===== src/scrp_pkg.sv =====
package scrp_pkg;
   // Command opcodes carried by the first byte of each transfer.
   localparam logic [7:0] SCRP_OP_READ = 8'h03;
   localparam logic [7:0] SCRP_OP_WRITE = 8'h02;
   // Strap code that selects the serial client port.
   localparam logic [1:0] SCRP_STRAP_SPI = 2'h2;
   // Clock edges after reset release before the strap is latched.
   localparam logic [1:0] SCRP_STRAP_SETTLE = 2'h2;
   // Number of implemented configuration registers and their reset value.
   localparam int SCRP_NUM_REGS = 198;
   localparam logic [7:0] SCRP_REG_RESET = 8'h00;
   // Window of registers that front the indirectly reached tables.
   localparam logic [7:0] SCRP_IND_FIRST = 8'h79;
   localparam logic [7:0] SCRP_IND_LAST = 8'h83;
   // Value of the output pin when no read byte is being shifted.
   localparam logic SCRP_SDO_IDLE = 1'b0;
   // Bit counter value of the last bit of a byte.
   localparam logic [2:0] SCRP_LAST_BIT = 3'h7;

   typedef enum logic [4:0] {
      SCRP_ST_IDLE = 5'b00001,
      SCRP_ST_CMD = 5'b00010,
      SCRP_ST_ADDR = 5'b00100,
      SCRP_ST_DATA = 5'b01000,
      SCRP_ST_SKIP = 5'b10000
   } scrp_state_t;
endpackage : scrp_pkg


===== src/scrp_regfile.sv =====
`timescale 1ns/100ps
module scrp_regfile #(
   parameter int DEPTH = 198,
   parameter int AW = 8
) (
   // Clock and reset.
   input wire logic clk,
   input wire logic rstn,
   // Write port.
   input wire logic wr_en,
   input wire logic [AW-1:0] wr_addr,
   input wire logic [7:0] wr_data,
   // Serial-side read port, registered.
   input wire logic [AW-1:0] rd_addr,
   output logic [7:0] rd_data,
   // Switch-core read port, registered.
   input wire logic [AW-1:0] core_addr,
   output logic [7:0] core_data
);
   import scrp_pkg::*;

   logic [7:0] mem_q [DEPTH];

   initial begin
      if (DEPTH < 1 || DEPTH > (1 << AW)) begin
         $error("scrp_regfile: DEPTH does not fit the address width");
      end
   end

   // Storage; out-of-range writes are dropped so stray addresses cannot alias.
   always_ff @(posedge clk or negedge rstn) begin
      if (!rstn) begin
         for (int i = 0; i < DEPTH; i++) begin
            mem_q[i] <= SCRP_REG_RESET;
         end
      end else if (wr_en && (int'(wr_addr) < DEPTH)) begin
         mem_q[wr_addr] <= wr_data;
      end
   end

   // Registered reads; unimplemented addresses read as zero.
   always_ff @(posedge clk or negedge rstn) begin
      if (!rstn) begin
         rd_data <= 8'h00;
         core_data <= 8'h00;
      end else begin
         rd_data <= (int'(rd_addr) < DEPTH) ? mem_q[rd_addr] : 8'h00;
         core_data <= (int'(core_addr) < DEPTH) ? mem_q[core_addr] : 8'h00;
      end
   end
endmodule : scrp_regfile


===== src/scrp_spi_client.sv =====
`timescale 1ns/100ps
// Functional notes
// - Opcode 0x03 starts a register read, 0x02 a register write; others ignored.
// - Select held low after a read byte: address advances, next byte shifts out.
// - Select held low after a written byte: address advances, next byte stored.
// - A burst ends only when the host raises the select.
// - Address past the highest register wraps to zero during bursts.
// - Read data bits are launched on the serial clock falling edge.
// - Input data bits are sampled on the serial clock rising edge.
// - Port works only if the strap pins read binary 10 at reset.
// - All registers reachable directly; tables only through registers 121 to 131.
// - Host writes take effect at once, even while the switch is running.
module scrp_spi_client #(
   parameter int NUM_REGS = scrp_pkg::SCRP_NUM_REGS
) (
   // Clock and reset.
   input wire logic mclk,
   input wire logic rstn,
   // Serial pins from and to the host.
   input wire logic client_select_n,
   input wire logic serial_clock_pin,
   input wire logic serial_data_in_pin,
   output logic serial_data_out_pin,
   output logic serial_data_out_oe,
   // Strap pins.
   input wire logic [1:0] config_strap_pins,
   // Switch-core access to the live settings.
   input wire logic [7:0] core_rd_addr,
   output logic [7:0] core_rd_data,
   output logic ind_wr_pulse,
   output logic [7:0] ind_wr_addr,
   // Status.
   output logic spi_enabled
);
   import scrp_pkg::*;

   localparam logic [7:0] TOP_ADDR = 8'(NUM_REGS - 1);

   initial begin
      if (NUM_REGS < 1 || NUM_REGS > 256) begin
         $error("scrp_spi_client: NUM_REGS must be 1 to 256");
      end
   end

   logic [2:0] pin_s1_q;
   logic [2:0] pin_s2_q;
   logic sclk_prev_q;
   logic [1:0] strap_s1_q;
   logic [1:0] strap_s2_q;
   logic [1:0] strap_cnt_q;
   logic spi_en_q;
   scrp_state_t state_q;
   logic [2:0] bit_cnt_q;
   logic [7:0] rx_q;
   logic is_read_q;
   logic [7:0] addr_q;
   logic load_p_q;
   logic load_q;
   logic [7:0] tx_q;
   logic sdo_q;
   logic ind_q;
   logic [7:0] ind_addr_q;
   logic [7:0] rd_data;
   logic sel;
   logic sclk_s;
   logic mosi_s;
   logic rise;
   logic fall;
   logic byte_done;
   logic [7:0] rx_byte;
   logic [7:0] addr_next;
   logic wr_en;

   // Two-stage synchronisers; the host clock is slow enough to be oversampled.
   always_ff @(posedge mclk or negedge rstn) begin
      if (!rstn) begin
         pin_s1_q <= 3'h1;
         pin_s2_q <= 3'h1;
         sclk_prev_q <= 1'b0;
      end else begin
         pin_s1_q <= {serial_data_in_pin, serial_clock_pin, client_select_n};
         pin_s2_q <= pin_s1_q;
         sclk_prev_q <= pin_s2_q[1];
      end
   end

   assign sel = ~pin_s2_q[0] & spi_en_q;
   assign sclk_s = pin_s2_q[1];
   assign mosi_s = pin_s2_q[2];
   assign rise = sclk_s & ~sclk_prev_q;
   assign fall = ~sclk_s & sclk_prev_q;
   assign byte_done = sel && rise && (bit_cnt_q == SCRP_LAST_BIT);
   assign rx_byte = {rx_q[6:0], mosi_s};

   // strap latch: pins are synchronised, then caught once after release.
   always_ff @(posedge mclk or negedge rstn) begin
      if (!rstn) begin
         strap_s1_q <= 2'h0;
         strap_s2_q <= 2'h0;
         strap_cnt_q <= 2'h0;
         spi_en_q <= 1'b0;
      end else begin
         strap_s1_q <= config_strap_pins;
         strap_s2_q <= strap_s1_q;
         if (strap_cnt_q != 2'h3) begin
            strap_cnt_q <= strap_cnt_q + 2'h1;
         end
         if (strap_cnt_q == SCRP_STRAP_SETTLE) begin
            spi_en_q <= (strap_s2_q == SCRP_STRAP_SPI);
         end
      end
   end

   // rising-edge sampling into the shift register and bit counter.
   always_ff @(posedge mclk or negedge rstn) begin
      if (!rstn) begin
         bit_cnt_q <= 3'h0;
         rx_q <= 8'h00;
      end else if (!sel) begin
         bit_cnt_q <= 3'h0;
      end else if (rise) begin
         bit_cnt_q <= bit_cnt_q + 3'h1;
         rx_q <= rx_byte;
      end
   end

   always_ff @(posedge mclk or negedge rstn) begin
      if (!rstn) begin
         state_q <= SCRP_ST_IDLE;
         is_read_q <= 1'b0;
      end else if (!sel) begin
         state_q <= SCRP_ST_IDLE;
      end else begin
         case (state_q)
            SCRP_ST_IDLE: begin
               state_q <= SCRP_ST_CMD;
            end
            SCRP_ST_CMD: begin
               if (byte_done) begin
                  is_read_q <= (rx_byte == SCRP_OP_READ);
                  if (rx_byte == SCRP_OP_READ || rx_byte == SCRP_OP_WRITE) begin
                     state_q <= SCRP_ST_ADDR;
                  end else begin
                     state_q <= SCRP_ST_SKIP;
                  end
               end
            end
            SCRP_ST_ADDR: begin
               if (byte_done) begin
                  state_q <= SCRP_ST_DATA;
               end
            end
            SCRP_ST_DATA: begin
               state_q <= SCRP_ST_DATA;
            end
            default: begin
               state_q <= SCRP_ST_SKIP;
            end
         endcase
      end
   end

   // wrap past the highest register; stray high addresses wrap as well.
   assign addr_next = (addr_q >= TOP_ADDR) ? 8'h00 : addr_q + 8'h01;

   // address counter advances after every data byte of a burst.
   always_ff @(posedge mclk or negedge rstn) begin
      if (!rstn) begin
         addr_q <= 8'h00;
      end else if (byte_done && state_q == SCRP_ST_ADDR) begin
         addr_q <= rx_byte;
      end else if (byte_done && state_q == SCRP_ST_DATA) begin
         addr_q <= addr_next;
      end
   end

   // write goes straight into the live register file.
   assign wr_en = byte_done && state_q == SCRP_ST_DATA && !is_read_q;

   // pulse to the table engine when a window register is written.
   always_ff @(posedge mclk or negedge rstn) begin
      if (!rstn) begin
         ind_q <= 1'b0;
         ind_addr_q <= 8'h00;
      end else begin
         ind_q <= wr_en && addr_q >= SCRP_IND_FIRST && addr_q <= SCRP_IND_LAST;
         if (wr_en) begin
            ind_addr_q <= addr_q;
         end
      end
   end

   scrp_regfile #(
      .DEPTH(NUM_REGS),
      .AW(8)
   ) u_regs (
      .clk(mclk),
      .rstn(rstn),
      .wr_en(wr_en),
      .wr_addr(addr_q),
      .wr_data(rx_byte),
      .rd_addr(addr_q),
      .rd_data(rd_data),
      .core_addr(core_rd_addr),
      .core_data(core_rd_data)
   );

   // The read port lags the address by one cycle, well inside half a host clock.
   // One stage lets the new address land, the second waits for the registered read.
   always_ff @(posedge mclk or negedge rstn) begin
      if (!rstn) begin
         load_p_q <= 1'b0;
         load_q <= 1'b0;
      end else begin
         load_p_q <= byte_done && is_read_q && state_q != SCRP_ST_CMD;
         load_q <= load_p_q;
      end
   end

   // falling-edge launch; next byte loaded after each read byte.
   always_ff @(posedge mclk or negedge rstn) begin
      if (!rstn) begin
         tx_q <= 8'h00;
         sdo_q <= SCRP_SDO_IDLE;
      end else if (!sel) begin
         sdo_q <= SCRP_SDO_IDLE;
      end else if (load_q) begin
         tx_q <= rd_data;
      end else if (fall && state_q == SCRP_ST_DATA && is_read_q) begin
         sdo_q <= tx_q[7];
         tx_q <= {tx_q[6:0], 1'b0};
      end
   end

   assign serial_data_out_pin = sdo_q;
   assign serial_data_out_oe = sel;
   assign ind_wr_pulse = ind_q;
   assign ind_wr_addr = ind_addr_q;
   assign spi_enabled = spi_en_q;
endmodule : scrp_spi_client


===== config.mk =====
export PLATFORM = sky130hd
export DESIGN_NAME = scrp_spi_client
export DESIGN_NICKNAME = d
export VERILOG_FILES = /design/src/scrp_pkg.sv /design/src/scrp_regfile.sv /design/src/scrp_spi_client.sv
export SDC_FILE = /design/constraint.sdc
export NUM_CORES = 2
export LEC_CHECK = 0
export BUFFER_PORTS_ARGS = -buffer_cell sky130_fd_sc_hd__buf_2
export CAP_MARGIN = 20
export CORE_UTILIZATION = 53
export CTS_CLUSTER_DIAMETER = 150
export DETAILED_ROUTE_END_ITERATION = 6
export PLACE_DENSITY = 0.74
export SLEW_MARGIN = 20
export SYNTH_ARGS = -nofsm -noshare
export SYNTH_HDL_FRONTEND = slang
export SYNTH_SLANG_ARGS = --single-unit

===== constraint.sdc =====
create_clock -name mclk -period 9.2 [get_ports mclk]
set_input_delay 1.84 -clock mclk [delete_from_list [all_inputs] [get_ports mclk]]
set_output_delay 1.84 -clock mclk [all_outputs]
set_load 0.02 [all_outputs]

==> run metrics <==
kind of path behind the tightest hold check=flop to flop; synthesized-area fraction occupied by adder cells=less than 1%; 1st-iter DRT viols=between 8000 and 9000; Vias per Instance=7.254; die outline area=168200 um2; detailed-route DRC error count=55; failing checks=DRC; synthesized area=88300 um2; count of distinct cell types in the synthesized netlist=71; number of flops mapped to enable cells by yosys=0; total number of placement rows=149; clock transition at the registers of the reported paths=0.06 ns; power share of the sequential group=47.5%; total of flip-flops plus latches after synthesis=1658; sum of internal, switching and leakage power=between 15 and 20 mW; starting density of the core=53.46%; most frequent cells in the layout=sky130_fd_sc_hd__dfrtp_1, sky130_fd_sc_hd__mux2_2, sky130_fd_sc_hd__mux4_2; remaining antenna violation count after routing=0; switching fraction of total power=24.56%; leftover overflow at the end of global routing=0; setup-violating endpoint count in the final report=0; final setup margin=a little under 4 ns; Fin Setup TNS=0 ns; die width=410.2 um; H-Tree Depth=4; number of buffers added by the clock tree synthesis step=176; xor and xnor fraction of the mapped netlist area=less than 1%; total via count in the routed design=58830; commonest non-fill, non-tap cell in the layout=sky130_fd_sc_hd__dfrtp_1; worst relative slew slack=6.062%; post-placement worst setup slack=roughly 3.5 ns; worst-case clock skew=slightly above 0.06 ns; count of input and output buffers=34; average footprint of a synthesized cell=14.86 um2; master cell of the clock root buffer=sky130_fd_sc_hd__clkbuf_16; compound-gate portion of the synthesized area=4.132%; floorplan core area=about 170000 um2; Final min period=5.247 ns; Die Height=410.2 um; drt pass-1 iters=7; share of the cycle needed by the critical path after routing=57.03%; cell-by-cell listing of the critical path=buf_12 -> buf_4 -> mux4_2 -> mux2_2 -> a221oi_1 -> o22ai_1 -> nor4_1 -> o311ai_1; Resized Gates After CTS=0; CP top delay family=buffers and inverters; number of max-slew violations in the final report=0; total power density per cell area=161.0 nW/um2; vias in the first global route=58710; Bufs on Longest Clock Path=3; initial antenna violation count=21; RSZ-0062 raised after global routing=false; share of synthesized area occupied by flip-flops and latches=between 40 and 50%; global-route wire length before repair=421400 um; Worst Tran Pin Value=between 1 and 1.5 ns; post-DP HPWL=about 180000 um; later-pin clock latency in the skew report=0.88 ns; Data required, critical path=9.89 ns; dominant synthesized flop cell=sky130_fd_sc_hd__dfrtp_1; total global-route track usage=around a third; RePlAce Congestion=between 1 and 1.5; Worst Path Buf+Inv=2; fraction of power consumed by the clock network=47.4%; share of final-layout standard cells stronger than drive strength 1=about half; internal power=11.68 mW; Startpoint Class=flop; WL per Instance=roughly 36 um; dominant combinational cell family by area after synthesis=multiplexers; async set-or-reset flop fraction in the synthesized netlist=100.0%; arrival time at the worst endpoint=between 5 and 6 ns; peak ir drop on the vdd network=approximately 0.18 mV; area added between synthesis and finish=8.954%; net count reported at finish=5797; Slowest-stage cell, CP=sky130_fd_sc_hd__nor4_1; fraction of power consumed by combinational cells=5.0%; highest attainable clock frequency=190.6 MHz; Synth warnings=0; Post-Synthesis Cells=5941; Top Ports=35; count of max-cap constraint violations=0; run status=finished, violations left; type of the worst setup path=flop to flop; count of hold-fix buffers inserted at cts=0; Setup Buffers After CTS=0; clock sink count=1658; CTS tree=built; total length of routed wires=approximately 290000 um; crit end category=flop; Static Leakage=between 40 and 50 nW; top fanout value on the critical path=92; pin count of the biggest net entering global routing=approximately 190; count of final hold-check violations=0; highest cell delay on the worst timing path=1.07 ns; multiplexer fraction of the synthesized cell area=a little over two fifths; power dissipated by switching net loads=3.804 mW; post-synthesis net count=5965; area fraction in and, or, nand and nor cells after synthesis=3.119%
## per-layer routing
metal / GRT usage (%) / routed length [um] / up-vias
met5: 0.5747 / 240 / -
met4: 19.48 / 18970 / 20
met3: 13.42 / 37830 / 945
met2: 48.32 / 123600 / 3827
met1: 45.72 / 107600 / 31290
li1: - / - / 22750
## path summary, 6_finish.rpt
kind,start,end,slack (ns),cells past startpoint
max reg2reg,addr_q[0],u_regs.rd_data[2],3.95,8
min reg2reg,strap_s1_q[0],strap_s2_q[0],0.35,0
min in group asynchronous,rstn,u_regs.mem_q[490],1.03,1
max,addr_q[0],u_regs.rd_data[2],3.95,8
max in group asynchronous,rstn,ind_wr_addr[0],5.95,4
min,strap_s1_q[0],strap_s2_q[0],0.35,0
## cell families after synthesis
kind of cell | after synthesis
simple gates | 538
buf+inv | 525
xor+xnor | 2
compound gates | 521
fa+ha+maj | 9
flops | 1658
mux | 2688
## state kept, by name, indices dropped and copies added, names as in the netlist, 2 cells and up
signal / count
strap_s2_q: 2
tx_q: 8
state_q: 5
u_regs.rd_data: 8
strap_s1_q: 2
pin_s1_q: 3
addr_q: 8
u_regs.mem_q: 1584
rx_q: 7
u_regs.core_data: 8
bit_cnt_q: 3
strap_cnt_q: 2
pin_s2_q: 3
ind_wr_addr: 8
## synth_stat cells, types with 9 or more instances
library cell | instances | area share (%)
sky130_fd_sc_hd__mux2_1 | 48 | 0.61
sky130_fd_sc_hd__o211ai_1 | 11 | 0.094
sky130_fd_sc_hd__mux2i_1 | 321 | 3.6
sky130_fd_sc_hd__and2_1 | 13 | 0.092
sky130_fd_sc_hd__buf_6 | 11 | 0.14
sky130_fd_sc_hd__buf_1 | 33 | 0.14
sky130_fd_sc_hd__nor2b_1 | 18 | 0.13
sky130_fd_sc_hd__mux2_2 | 1613 | 21
sky130_fd_sc_hd__nor3_1 | 38 | 0.22
sky130_fd_sc_hd__buf_4 | 73 | 0.62
sky130_fd_sc_hd__nand3_1 | 14 | 0.079
sky130_fd_sc_hd__nor2_1 | 95 | 0.40
sky130_fd_sc_hd__a22oi_1 | 39 | 0.33
sky130_fd_sc_hd__a211oi_1 | 19 | 0.16
sky130_fd_sc_hd__nor2_2 | 112 | 0.79
sky130_fd_sc_hd__buf_2 | 91 | 0.52
sky130_fd_sc_hd__a21oi_1 | 91 | 0.52
sky130_fd_sc_hd__nand2_2 | 27 | 0.19
sky130_fd_sc_hd__a221o_1 | 15 | 0.17
sky130_fd_sc_hd__o221ai_1 | 73 | 0.72
sky130_fd_sc_hd__inv_1 | 14 | 0.060
sky130_fd_sc_hd__nor4_1 | 14 | 0.099
sky130_fd_sc_hd__clkbuf_1 | 301 | 1.3
sky130_fd_sc_hd__o21ai_0 | 58 | 0.33
sky130_fd_sc_hd__dfrtp_1 | 1655 | 47
sky130_fd_sc_hd__nand2_1 | 146 | 0.62
sky130_fd_sc_hd__a22o_1 | 15 | 0.15
sky130_fd_sc_hd__nand2b_1 | 15 | 0.11
sky130_fd_sc_hd__mux4_2 | 706 | 18
sky130_fd_sc_hd__ha_1 | 9 | 0.13
sky130_fd_sc_hd__o22ai_1 | 106 | 0.75
sky130_fd_sc_hd__a221oi_1 | 44 | 0.44
## power groups by stage
| stage | Sequential (mW) | Combinational (mW) | Clock [mW] |
|---|---|---|---|
| 2_1_floorplan | 7.45 | 0.401 | 0 |
| 3_3_place_gp | 7.49 | 0.748 | 0 |
| 3_5_place_dp | 7.49 | 0.757 | 0 |
| 4_1_cts | 7.36 | 0.758 | 7.40 |
| 5_1_grt | 7.36 | 0.816 | 7.67 |
| 6_report | 7.36 | 0.780 | 7.35 |
## layout make-up
type                    instances  area, um2
fillers                     12750      68970
clock buffers                 276       5281
repair buffers                164       1456
multi-input cells            3758      44410
inverters                      15      61.31
flip-flops and latches       1658      41540
clock inverters                43      699.4
well taps                    2189       2739
diodes                          8      20.02
## per-stage QoR
| step | util, % | instances | cell area [um2] | hold slack (ns) |
|---|---|---|---|---|
| finish | 58.25 | 8111 | 96210 | 0.3476 |
| global route | 58.24 | 8105 | 96190 | 0.3577 |
| CTS | 58.18 | 8099 | 96100 | 0.3478 |
| detailed placement | 54.56 | 7780 | 90120 | 0.3347 |
| global placement | 54.54 | 7779 | 90090 | 0.3333 |
| floorplan | - | 5941 | 88300 | 0.3312 |
Note: power is estimated with default switching activity, not from simulation.
